$ cat src/hdl/agen_pkg.sv
package agen_pkg;

	// Register indices on the plain register port.
	localparam logic [2:0] REG_CONTROL = 3'h0;
	localparam logic [2:0] REG_X_START = 3'h1;
	localparam logic [2:0] REG_X_END = 3'h2;
	localparam logic [2:0] REG_Y_START = 3'h3;
	localparam logic [2:0] REG_Y_END = 3'h4;
	localparam logic [2:0] REG_REVERSE = 3'h5;
	localparam logic [2:0] REG_LAST_EA = 3'h6;

	// Fields of circular_buffer_control; REV_EN_BIT is a bit of the reverse register.
	localparam int X_SEL_LSB = 0;
	localparam int Y_SEL_LSB = 4;
	localparam int R_SEL_LSB = 8;
	localparam int X_UP_BIT = 12;
	localparam int Y_UP_BIT = 13;
	localparam int Y_EN_BIT = 14;
	localparam int X_EN_BIT = 15;
	localparam int REV_EN_BIT = 15;

	localparam logic [3:0] SEL_OFF = 4'hf;
	localparam logic [15:0] CONTROL_RESET = 16'h3fff;
	localparam logic [15:0] ADDR_RESET = 16'h0000;

	// Multiply-accumulate prefetch pointer set and its legal steps.
	localparam logic [3:0] MAC_PTR_FIRST = 4'h8;
	localparam logic [3:0] MAC_X_LAST = 4'h9;
	localparam logic [3:0] MAC_PTR_LAST = 4'hb;
	localparam logic [3:0] MAC_X_INDEXED = 4'h9;
	localparam logic [3:0] MAC_Y_INDEXED = 4'hb;
	localparam logic [15:0] MAC_STEP_2 = 16'h0002;
	localparam logic [15:0] MAC_STEP_4 = 16'h0004;
	localparam logic [15:0] MAC_STEP_6 = 16'h0006;

	typedef enum logic [2:0] {
		MODE_DIRECT, MODE_INDIRECT, MODE_POST, MODE_PRE,
		MODE_INDEXED, MODE_LIT_OFFSET, MODE_LITERAL
	} mode_t;
	typedef enum logic [1:0] {UNIT_X_READ, UNIT_X_WRITE, UNIT_Y} unit_t;
	typedef enum logic [1:0] {CLASS_GENERAL, CLASS_MOVE, CLASS_MAC, CLASS_OTHER} class_t;
	typedef enum logic [2:0] {
		LIT_5, LIT_8, LIT_10, LIT_16, LIT_BRANCH, LIT_DISABLE
	} lit_kind_t;

endpackage

$ cat src/hdl/circ_if.sv
`timescale 1ns/1ps
`default_nettype none
interface circ_if;
	logic active;
	logic up;
	logic one_way_up;
	logic [15:0] start;
	logic [15:0] stop;
	logic [15:0] addr_in;
	logic [15:0] addr_out;
	logic wrapped;
	modport user(output active, up, one_way_up, start, stop, addr_in, input addr_out, wrapped);
	modport wrap(input active, up, one_way_up, start, stop, addr_in, output addr_out, wrapped);
endinterface
`default_nettype wire

$ cat src/hdl/address_generator.sv
// Summary of operation
// RULE_01: General three-operand ops take base from a register directly; operand two register/memory/5-bit literal. The code also accepts 10-bit literals.
// RULE_02: Post-modified indirect uses the pointer as address, then steps the pointer.
// RULE_03: Pre-modified indirect adds a signed step first and uses the updated pointer.
// RULE_04: Register-indexed address is pointer plus offset register.
// RULE_05: Literal-offset address is pointer plus the instruction literal.
// RULE_06: Move source and destination may differ in mode but share one offset register.
// RULE_07: Move and accumulator ops add indexed, literal-offset modes and 8/16-bit literals.
// RULE_08: Multiply-accumulate pointers are 8 to 11; 8,9 read X, 10,11 read Y.
// RULE_09: Multiply-accumulate indexed mode only on pointer 9 for X and 11 for Y.
// RULE_10: Multiply-accumulate allows plain indirect, indexed, and post-step by 2, 4 or 6.
// RULE_11: Branch field is a signed 16-bit literal; interrupt-disable count is unsigned 14-bit.
// RULE_12: One circular buffer in X space, also for program pointers, and one in Y.
// RULE_13: Power-of-two buffers check both bounds; others check one direction only.
// RULE_14: Each buffer is bounded by 16-bit start and end, length up to 32K words.
// RULE_15: Y circular addresses are word addresses with the low bit cleared.
// RULE_16: Select value 15 turns circular addressing off for that space.
// RULE_17: X circular addressing needs X select not 15 and X enable bit 15 set.
// RULE_18: Y circular addressing needs Y select not 15 and Y enable bit 14 set.
// RULE_19: Upward steps check beyond the end, downward steps beyond the start.
// RULE_20: Corrected pointer is written back only in pre- or post-modified modes.
// RULE_21: Bit-reversed addressing only in the X unit and only for data writes.
// RULE_22: In bit-reversed mode only the modifier is taken in reversed bit order.
// RULE_23: Overshoot past an end wraps to the other end carrying the overshoot.
//
// Local design decisions: the address map and the address-and-strobe port.
`timescale 1ns/1ps
`default_nettype none
module address_generator
	import agen_pkg::*;
(
	input wire logic clock,
	input wire logic sys_rst,
	input wire logic clock_en,
	input wire logic [2:0] reg_addr,
	input wire logic [15:0] reg_wdata,
	input wire logic reg_write,
	input wire logic reg_read,
	output logic [15:0] reg_rdata,
	input wire logic req_valid,
	input wire class_t req_class,
	input wire unit_t req_unit,
	input wire mode_t req_mode,
	input wire logic req_word,
	input wire logic [3:0] req_pointer_index,
	input wire logic [15:0] req_pointer_value,
	input wire logic [15:0] req_offset_value,
	input wire logic [15:0] req_modifier,
	input wire logic [15:0] req_literal,
	input wire lit_kind_t req_lit_kind,
	input wire logic [3:0] req_base_index,
	output logic [15:0] ea,
	output logic ea_valid,
	output unit_t ea_unit,
	output logic ea_wrapped,
	output logic ptr_wb_en,
	output logic [3:0] ptr_wb_index,
	output logic [15:0] ptr_wb_value,
	output logic [15:0] literal_value,
	output logic literal_valid,
	output logic [3:0] base_operand_register,
	output logic base_valid,
	output logic fault
);

	typedef struct packed {
		logic [15:0] ctrl;
		logic [15:0] x_start;
		logic [15:0] x_end;
		logic [15:0] y_start;
		logic [15:0] y_end;
		logic [15:0] reverse;
		logic [15:0] last_ea;
		logic [15:0] rdata;
		logic [15:0] ea;
		logic ea_valid;
		unit_t unit;
		logic wrapped;
		logic wb_en;
		logic [3:0] wb_index;
		logic [15:0] wb_value;
		logic [15:0] lit_value;
		logic lit_valid;
		logic [3:0] base_reg;
		logic base_valid;
		logic fault;
	} state_t;

	state_t st_reg;
	state_t st_next;

	function automatic logic pointer_selected(input logic [3:0] sel, input logic [3:0] idx);
		return (sel != SEL_OFF) && (sel == idx); // RULE_16
	endfunction

	function automatic logic [15:0] extend_literal(input lit_kind_t kind, input logic [15:0] raw);
		unique case (kind)
			LIT_5: return {11'h000, raw[4:0]};
			LIT_8: return {8'h00, raw[7:0]};
			LIT_10: return {6'h00, raw[9:0]};
			LIT_DISABLE: return {2'h0, raw[13:0]}; // RULE_11
			LIT_BRANCH: return raw; // RULE_11
			LIT_16: return raw;
			default: return raw;
		endcase
	endfunction

	function automatic logic [14:0] bit_rev15(input logic [14:0] v);
		logic [14:0] r;
		r = 15'h0000;
		for (int i = 0; i < 15; i++) begin
			r[i] = v[14 - i];
		end
		return r;
	endfunction

	// Address path, kept apart from the state copy so the wrap units sit between the two.
	unit_t unit;
	logic [15:0] step;
	logic step_down;
	logic [15:0] sum;
	logic [15:0] magnitude;
	logic legal;
	logic rev_active;
	logic [15:0] rev_next;
	logic [1:0] mod_on;
	logic [15:0] check_addr;

	always_comb begin
		unit = req_unit;
		if (req_class == CLASS_MAC && req_unit != UNIT_X_WRITE) begin
			unit = (req_pointer_index <= MAC_X_LAST) ? UNIT_X_READ : UNIT_Y; // RULE_08
		end
		unique case (req_mode)
			MODE_POST, MODE_PRE: step = req_modifier;
			MODE_INDEXED: step = req_offset_value; // RULE_06
			MODE_LIT_OFFSET: step = req_literal;
			default: step = 16'h0000;
		endcase
		step_down = step[15];
		sum = req_pointer_value + step; // RULE_04 RULE_05
		magnitude = step_down ? (16'h0000 - step) : step;
		legal = 1'b0;
		unique case (req_class)
			CLASS_GENERAL: begin
				// Operand two only; the base operand is always a plain register.
				legal = (req_mode inside {MODE_DIRECT, MODE_INDIRECT, MODE_POST, MODE_PRE}) ||
					(req_mode == MODE_LITERAL && req_lit_kind inside {LIT_5, LIT_10}); // RULE_01
			end
			CLASS_MOVE: begin
				legal = (req_mode != MODE_LITERAL) ||
					(req_lit_kind inside {LIT_5, LIT_8, LIT_10, LIT_16}); // RULE_07
			end
			CLASS_MAC: begin
				legal = (req_pointer_index >= MAC_PTR_FIRST) &&
					(req_pointer_index <= MAC_PTR_LAST); // RULE_08
				unique case (req_mode)
					MODE_INDIRECT: ; // RULE_10
					MODE_POST: legal = legal &&
						(magnitude inside {MAC_STEP_2, MAC_STEP_4, MAC_STEP_6}); // RULE_10
					MODE_INDEXED: legal = legal && (req_pointer_index == MAC_X_INDEXED ||
						req_pointer_index == MAC_Y_INDEXED); // RULE_09
					default: legal = 1'b0; // RULE_10
				endcase
			end
			CLASS_OTHER: begin
				legal = (req_mode == MODE_DIRECT) || (req_mode == MODE_LITERAL);
			end
		endcase
		// Bit reversal takes priority over the X circular buffer on the write side.
		rev_active = (unit == UNIT_X_WRITE) && req_word && !step_down &&
			(req_mode == MODE_POST || req_mode == MODE_PRE) &&
			st_reg.reverse[REV_EN_BIT] &&
			pointer_selected(st_reg.ctrl[R_SEL_LSB +: 4], req_pointer_index); // RULE_21
		// Reverse-carry add: the pivot is a word modifier; the pointer keeps normal order.
		rev_next = {bit_rev15(bit_rev15(req_pointer_value[15:1]) +
			bit_rev15(st_reg.reverse[14:0])), 1'b0}; // RULE_22
		mod_on[0] = (unit != UNIT_Y) && !rev_active && st_reg.ctrl[X_EN_BIT] &&
			pointer_selected(st_reg.ctrl[X_SEL_LSB +: 4], req_pointer_index); // RULE_17 RULE_12
		mod_on[1] = (unit == UNIT_Y) && st_reg.ctrl[Y_EN_BIT] &&
			pointer_selected(st_reg.ctrl[Y_SEL_LSB +: 4], req_pointer_index); // RULE_18 RULE_12
		check_addr = (req_mode == MODE_INDIRECT) ? req_pointer_value : sum;
	end

	circ_if cb [2] ();

	for (genvar g = 0; g < 2; g++) begin : g_space
		assign cb[g].active = mod_on[g];
		assign cb[g].up = !step_down;
		assign cb[g].one_way_up = st_reg.ctrl[(g == 0) ? X_UP_BIT : Y_UP_BIT];
		assign cb[g].start = (g == 0) ? st_reg.x_start : st_reg.y_start;
		assign cb[g].stop = (g == 0) ? st_reg.x_end : st_reg.y_end;
		assign cb[g].addr_in = check_addr;
		circular_wrap u_wrap (
			.cb(cb[g])
		);
	end

	logic [15:0] corrected;
	logic [15:0] next_ptr;
	logic [15:0] new_ea;
	logic did_wrap;

	always_comb begin
		corrected = (unit == UNIT_Y) ? cb[1].addr_out : cb[0].addr_out;
		did_wrap = (unit == UNIT_Y) ? cb[1].wrapped : cb[0].wrapped;
		if (mod_on[1]) begin
			corrected[0] = 1'b0; // RULE_15
		end
		next_ptr = rev_active ? rev_next : corrected;
		unique case (req_mode)
			MODE_POST: new_ea = req_pointer_value; // RULE_02
			MODE_PRE: new_ea = next_ptr; // RULE_03
			MODE_INDEXED, MODE_LIT_OFFSET: new_ea = corrected; // RULE_04 RULE_05
			default: new_ea = corrected;
		endcase
		if (rev_active || mod_on[1]) begin
			new_ea[0] = 1'b0;
		end

		st_next = st_reg;
		st_next.ea_valid = 1'b0;
		st_next.wb_en = 1'b0;
		st_next.lit_valid = 1'b0;
		st_next.base_valid = 1'b0;
		st_next.fault = 1'b0;
		st_next.wrapped = 1'b0;

		if (reg_write) begin
			unique case (reg_addr)
				REG_CONTROL: st_next.ctrl = reg_wdata;
				REG_X_START: st_next.x_start = reg_wdata;
				REG_X_END: st_next.x_end = reg_wdata;
				REG_Y_START: st_next.y_start = reg_wdata;
				REG_Y_END: st_next.y_end = reg_wdata;
				REG_REVERSE: st_next.reverse = reg_wdata;
				default: ;
			endcase
		end
		st_next.rdata = 16'h0000;
		if (reg_read) begin
			unique case (reg_addr)
				REG_CONTROL: st_next.rdata = st_reg.ctrl;
				REG_X_START: st_next.rdata = st_reg.x_start;
				REG_X_END: st_next.rdata = st_reg.x_end;
				REG_Y_START: st_next.rdata = st_reg.y_start;
				REG_Y_END: st_next.rdata = st_reg.y_end;
				REG_REVERSE: st_next.rdata = st_reg.reverse;
				REG_LAST_EA: st_next.rdata = st_reg.last_ea;
				default: st_next.rdata = 16'h0000;
			endcase
		end

		if (req_valid) begin
			st_next.unit = unit;
			if (!legal) begin
				st_next.fault = 1'b1;
			end else begin
				if (req_class == CLASS_GENERAL) begin
					st_next.base_reg = req_base_index; // RULE_01
					st_next.base_valid = 1'b1;
				end
				if (req_mode == MODE_LITERAL) begin
					st_next.lit_value = extend_literal(req_lit_kind, req_literal); // RULE_11
					st_next.lit_valid = 1'b1;
				end else if (req_mode != MODE_DIRECT) begin
					st_next.ea = new_ea;
					st_next.ea_valid = 1'b1;
					st_next.last_ea = new_ea;
					st_next.wrapped = did_wrap;
				end
				// Offset modes correct the access only and leave the pointer alone.
				if (req_mode == MODE_POST || req_mode == MODE_PRE) begin
					st_next.wb_en = 1'b1; // RULE_20
					st_next.wb_index = req_pointer_index;
					st_next.wb_value = next_ptr; // RULE_20 RULE_02 RULE_03
				end
			end
		end
	end

	always_ff @(posedge clock or posedge sys_rst) begin
		if (sys_rst) begin
			st_reg <= '0;
			st_reg.ctrl <= CONTROL_RESET;
			st_reg.x_start <= ADDR_RESET;
			st_reg.x_end <= ADDR_RESET;
			st_reg.y_start <= ADDR_RESET;
			st_reg.y_end <= ADDR_RESET;
			st_reg.unit <= UNIT_X_READ;
		end else if (clock_en) begin
			st_reg <= st_next;
		end
	end

	assign reg_rdata = st_reg.rdata;
	assign ea = st_reg.ea;
	assign ea_valid = st_reg.ea_valid;
	assign ea_unit = st_reg.unit;
	assign ea_wrapped = st_reg.wrapped;
	assign ptr_wb_en = st_reg.wb_en;
	assign ptr_wb_index = st_reg.wb_index;
	assign ptr_wb_value = st_reg.wb_value;
	assign literal_value = st_reg.lit_value;
	assign literal_valid = st_reg.lit_valid;
	assign base_operand_register = st_reg.base_reg;
	assign base_valid = st_reg.base_valid;
	assign fault = st_reg.fault;

endmodule
`default_nettype wire

$ cat src/hdl/circular_wrap.sv
`timescale 1ns/1ps
`default_nettype none
module circular_wrap
	import agen_pkg::*;
(
	circ_if.wrap cb
);
	logic [15:0] span;
	logic pow2;
	logic check_up;
	logic check_dn;
	logic over;
	logic under;

	always_comb begin
		// A full 64 KB buffer gives a span of zero, which still counts as a power of two.
		span = cb.stop - cb.start + 16'h0001; // RULE_14
		pow2 = (span & (span - 16'h0001)) == 16'h0000;
		check_up = cb.up && (pow2 || cb.one_way_up); // RULE_13
		check_dn = !cb.up && (pow2 || !cb.one_way_up); // RULE_13
		over = check_up && (cb.addr_in > cb.stop); // RULE_19
		under = check_dn && (cb.addr_in < cb.start); // RULE_19
		cb.wrapped = cb.active && (over || under);
		cb.addr_out = cb.addr_in;
		// The overshoot is carried into the wrapped address, so one wrap per step is assumed.
		if (cb.active && over) begin
			cb.addr_out = cb.start + (cb.addr_in - cb.stop - 16'h0001); // RULE_23
		end else if (cb.active && under) begin
			cb.addr_out = cb.stop - (cb.start - cb.addr_in - 16'h0001); // RULE_23
		end
	end
endmodule
`default_nettype wire

$ cat config.mk
export PLATFORM = sky130hd
export DESIGN_NAME = address_generator
export DESIGN_NICKNAME = d
export VERILOG_FILES = /design/src/hdl/agen_pkg.sv /design/src/hdl/circ_if.sv /design/src/hdl/address_generator.sv /design/src/hdl/circular_wrap.sv
export SDC_FILE = /design/constraint.sdc
export NUM_CORES = 1
export LEC_CHECK = 0
export ABC_AREA = 1
export BUFFER_PORTS_ARGS = -buffer_cell sky130_fd_sc_hd__buf_4
export CELL_PAD_IN_SITES_DETAIL_PLACEMENT = 0
export CELL_PAD_IN_SITES_GLOBAL_PLACEMENT = 1
export CORE_MARGIN = 5
export CORE_UTILIZATION = 40
export DETAILED_ROUTE_END_ITERATION = 10
export GPL_TIMING_DRIVEN = 0
export PLACE_DENSITY_LB_ADDON = 0.1
export SYNTH_ARGS = -nofsm -noshare
export SYNTH_HDL_FRONTEND = slang
export SYNTH_SLANG_ARGS = --single-unit
$ cat constraint.sdc
create_clock -name clock -period 5.6 [get_ports clock]
set_input_delay 0.84 -clock clock [delete_from_list [all_inputs] [get_ports clock]]
set_output_delay 0.84 -clock clock [all_outputs]
set_load 0.1 [all_outputs]
# == Yosys cells after proc, flatten, opt, wreduce, memory -nomap -nowiden ==
# Cells that the tools add are included.
# word_totals
input_bits,108
ff_bits,176
elab_cells,187
output_inout_bits,80
# classes
muxes,31
eq_ne,35
reduce_logical,71
n_lt_le_gt_ge,7
bitwise,3
add_sub_neg,21
# op_table
cell,count
16-bit two-way mux,9
16-bit subtractor,8
16-bit one-hot mux with 7 select lines,1
16-bit by 1-bit subtractor with 16-bit output (second input constant),6
16-bit one-hot mux with 4 select lines,1
16-bit adder,3
48-bit two-way mux,1
16-bit one-hot mux with 3 select lines,1
44-bit two-way mux,1
16-bit by 1-bit adder with 16-bit output (second input constant),2
16-bit bitwise AND,2
16-bit by 3-bit == test with 1-bit output (second input constant),2
16-bit > comparator,2
1-bit logical AND,32
16-bit zero test,2
16-bit < comparator,2
16-bit one-hot mux with 2 select lines,1
3-bit == test (second input constant),7
21-bit two-way mux,1
3-bit by 2-bit == test with 1-bit output (second input constant),6
3-bit AND reduction,6
17-bit two-way mux,1
16-bit by 2-bit == test with 1-bit output (second input constant),1
1-bit by 16-bit subtractor with 16-bit output (first input constant),1
other kinds (29),69

# == Logic depth before layout (Yosys ltp) ==
# logic_depth
ltp_word,22
depth_mapped,43
depth_no_buf,43

# == Modules after synthesis ==
# A second synthesis with hierarchy kept.
# unflattened
cells_unflattened,3002
area_unflattened_um2,20903.8
# by_module_without_submodules
mod,n_inst,seq_area_each_um2,cells_per_inst,area_per_inst_um2
address_generator,1,4421.7,1590,11526.1
circular_wrap at g_space[0].u_wrap,1,0.0,717,4805.9
circular_wrap at g_space[1].u_wrap,1,0.0,695,4571.9

# == Least setup slack after synthesis ==
# OpenSTA, ideal clock, no wires.
# synth_path
kind,input to register
from,input req_mode[0]
to,"register st_reg, in the netlist ea[15]"
path_stages,32
required_time_ns,5.522
setup_slack_ns,-0.056
setup_time_ns,0.078
path_buffers,1
arrival_ns,5.578
cell_sequence,inv_1 nor2_2 buf_4 nand3_1 nand2_1 a21oi_1 inv_1 ha_1 nand2_1 nor3_1 a21oi_1 xor2_1 nand2_1 o21a_1 fa_1 ha_1 a21oi_1 a21boi_0 o21ai_0 a21boi_0 o21ai_0 a21oi_1 nor2_1 nor2_1 xnor2_1 xnor2_1 nand2_1 nand3_1 nand2_1 nand2_1 nand3_1 a21boi_1
# synth_between
elab_chain_len,18
elab_cells_between_ends,74
cone_classes,14 x add/sub; 4 x order compare; 10 x eq/ne; 12 x mux; 1 x bitwise; 33 x reduce/logical
# synth_rtl
element,line_no,text
start: declaration,address_generator.sv:43,"input wire mode_t req_mode,"
"parallel branches: the longest is 18 deep, another holds 16-bit adder",n/a,
end signal: assignment,address_generator.sv:292,st_reg <= st_next;
end: declaration,address_generator.sv:89,state_t st_reg;
# Parallel ways; which one is timed is not known.
# A chain may end at the register's enable or synchronous reset.

# == Worst setup path after layout ==
# layout_path
from,input req_mode[1]
to,"register st_reg, in the netlist ea[13]"
# The elaborated chain is that of the path after synthesis.

==> flow_metrics.env <==
export IMPL_worst_setup_path_type="in2reg"
export IMPL_area_growth_pct=22.3
export IMPL_crit_path_max_fanout=8
export IMPL_power_switching_mw=6.24
export IMPL_drt_iter0_markers=1537
export IMPL_clockBufferDepth=2
export IMPL_vias_per_cell=5.43
export IMPL_first_global_vias=19000
export IMPL_status="completed"
export IMPL_start_kind="input pin"
export IMPL_die_area_um2=53000
export IMPL_antennaDiodeCount=0
export IMPL_setup_violations=0
export IMPL_synth_top_family_by_area="simple AND/OR/NAND/NOR gates"
export IMPL_ios=188
export IMPL_internal_power_mw=5.13
export IMPL_grt_pass1_wl_um=123000
export IMPL_grt_overflow=0
export IMPL_die_width_um=230
export IMPL_hp_class="in2async"
export IMPL_wl_per_cell_um=23.3
export IMPL_slowest_delay_ns=0.63
export IMPL_fin_util=0.496
export IMPL_combPwrFrac=0.720
export IMPL_syn_area_um2=19400
export IMPL_synth_top_area_share=0.209
export IMPL_nFillCells=4941
export IMPL_period_share=0.968
export IMPL_synth_compound_area_frac=0.155
export IMPL_dr_total_vias=19800
export IMPL_cp_slowest_cell="fa_2"
export IMPL_port_buffers=184
export IMPL_path_clk_slew_ns=0.10
export IMPL_routed_wl_um=84900
export IMPL_hold_buffers=0
export IMPL_antenna_found_initial=0
export IMPL_num_nets_final=3387
export IMPL_async_reset_ff_frac=1.00
export IMPL_hpwl_um=69900
export IMPL_synth_simple_area_share=0.249
export IMPL_drv_cap=0
export IMPL_fin_crit_ns=5.42
export IMPL_row_count=80
export IMPL_ys_ff_latch=176
export IMPL_p_sw_frac=0.549
export IMPL_syn_inst=2746
export IMPL_yosys_area_top_type="dfrtp_1"
export IMPL_synth_avg_cell_area_um2=7.07
export IMPL_synthXorXnorAreaFrac=0.0505
export IMPL_drtPass1Iterations=6
export IMPL_synth_area_leaders="dfrtp_1 21%, ha_1 13%, nand2_1 12%, inv_1 7.7%, fa_1 5.9%"
export IMPL_final_common_cell="nand2_1"
export IMPL_drive_gt1_frac=0.203
export IMPL_clkPwrFrac=0.115
export IMPL_syn_nets=3120
export IMPL_clock_sinks=176
export IMPL_fmax_ghz=0.184
export IMPL_clkLatencyLatePin_ns=0.52
export IMPL_die_y_um=230
export IMPL_power_mw=11.4
export IMPL_slew_violations=0
export IMPL_cts_made_buffers=17
export IMPL_core_area_um2=47800
export IMPL_p_per_area_nw_per_um2=479
export IMPL_fin_setup_tns_ns=0
export IMPL_finClkSkew_ns=0.0247
export IMPL_drc_errors=0
export IMPL_peakVddDrop_mv=0.280
export IMPL_muxShareOfSynthArea=0
export IMPL_grt_max_degree=112
export IMPL_yosysWarnings=0
export IMPL_synth_adder_area_share=0.193
export IMPL_initial_core_util=0.406
export IMPL_synthFlopType="dfrtp_1"
export IMPL_path_common_cell="nand2_1"
export IMPL_fin_hold_ws_ns=0.452
export IMPL_synth_seq_area_share=0.228
export IMPL_cp_num_buf_inv=9
export IMPL_final_cell_mix="630 x nand2_1, 376 x inv_1, 319 x buf_4"
export IMPL_worst_pin_slew_ns=1.41
export IMPL_slew_headroom=0.0552
export IMPL_synth_edf_count=0
export IMPL_crit_family="compound AO/OA/AOI/OAI gates"
export IMPL_seq_power_share=0.165
export IMPL_ys_types=63
export IMPL_power_leakage_nw=12.2
export IMPL_crit_path_end_kind="register"
export IMPL_grt_usage=0.312
export IMPL_root_buffer="clkbuf_16"
export IMPL_hold_viol_final=0
export IMPL_cts_tree="built"
export IMPL_gp_congestion=0.989
export IMPL_worstPathRequired_ns=6.03
export IMPL_cp_data_arrival_time_ns=5.85
export IMPL_antenna_left=0
export IMPL_cts_max_level=4
-- power groups by stage --
stage | combinational (mW) | clock, mW | sequential [mW]
6_report | 8.19 | 1.31 | 1.88
5_1_grt | 8.87 | 1.37 | 1.91
4_1_cts | 7.63 | 1.33 | 1.87
3_5_place_dp | 7.31 | 0 | 1.89
3_3_place_gp | 7.25 | 0 | 1.88
2_1_floorplan | 5.41 | 0 | 1.78
-- synth_stat cells, types with 20 or more instances --
| library cell | instances |
|---|---|
| nand2_1 | 646 |
| inv_1 | 397 |
| nand3_1 | 219 |
| ha_1 | 209 |
| o21ai_0 | 183 |
| dfrtp_1 | 162 |
| a21oi_1 | 153 |
| nor2_1 | 150 |
| buf_4 | 79 |
| xor2_1 | 74 |
| fa_1 | 57 |
| o22ai_1 | 50 |
| clkbuf_1 | 44 |
| xnor2_1 | 38 |
| o21ai_1 | 23 |
| nor3_1 | 20 |
-- area by class of cell --
| class | instances | area (µm²) | share of cell area |
|---|---|---|---|
| Buffer | 139 | 892 | 0.0376 |
| Clock buffer | 17 | 425 | 0.0179 |
| Clock inverter | 15 | 193 | 0.00812 |
| Inverter | 414 | 1580 | 0.0666 |
| Multi-Input combinational cell | 2018 | 13500 | 0.570 |
| Sequential cell | 176 | 4420 | 0.186 |
| Tap cell | 615 | 769 | 0.0324 |
| Timing Repair Buffer | 247 | 1930 | 0.0815 |
-- kinds of logic after synthesis --
kind of cell / count (synthesis)
AND/OR/NAND/NOR: 1120
adder cells (fa/ha/maj): 266
flip-flops: 176
XOR/XNOR: 112
buffers and inverters: 553
AO/OA/AOI/OAI: 519
-- per-stage QoR --
stage | worst slack, ns | instances | cell area [µm²]
after detailed placement | -1.99 | 3547 | 21600
after floorplan | 0.00962 | 2746 | 19400
after global routing | -0.0579 | 3641 | 23700
final | 0.180 | 3641 | 23700
after global placement | -2.44 | 3545 | 21600
after CTS | -0.0327 | 3608 | 22800
-- final timing paths --
| kind | start | endpoint | slack, ns | cells past startpoint |
|---|---|---|---|---|
| min in group clock | literal_value[9]$_DFFE_PP0P_ | literal_value[9]$_DFFE_PP0P_ | 0.49 | 2 |
| worst max register to register | cb[1].stop[1]$_DFFE_PP0P_ | ea[12]$_DFFE_PP0P_ | 0.49 | 28 |
| worst min register to register | literal_value[9]$_DFFE_PP0P_ | literal_value[9]$_DFFE_PP0P_ | 0.49 | 2 |
| worst max-delay path | req_mode[1] | ea[13]$_DFFE_PP0P_ | 0.18 | 36 |
| worst min-delay path | sys_rst | literal_value[3]$_DFFE_PP0P_ | 0.45 | 2 |
| max in group asynchronous | sys_rst | cb[0].one_way_up$_DFFE_PP1P_ | 4.25 | 3 |
-- timing repair --
item / CTS / global route
setup endpoints to repair: 33 / 32
cloned: 0 / 1
pin swaps: 7 / 64
setup buffers: 29 / 32
resized for setup: 89 / 170
-- metal layers --
layer	wire (µm)	share of wire	track usage
met5	0	0	0
met4	3900	0.046	0.121
met3	4640	0.055	0.0450
met2	38600	0.46	0.506
met1	37700	0.44	0.422
Note: power is estimated with default switching activity, not from simulation.
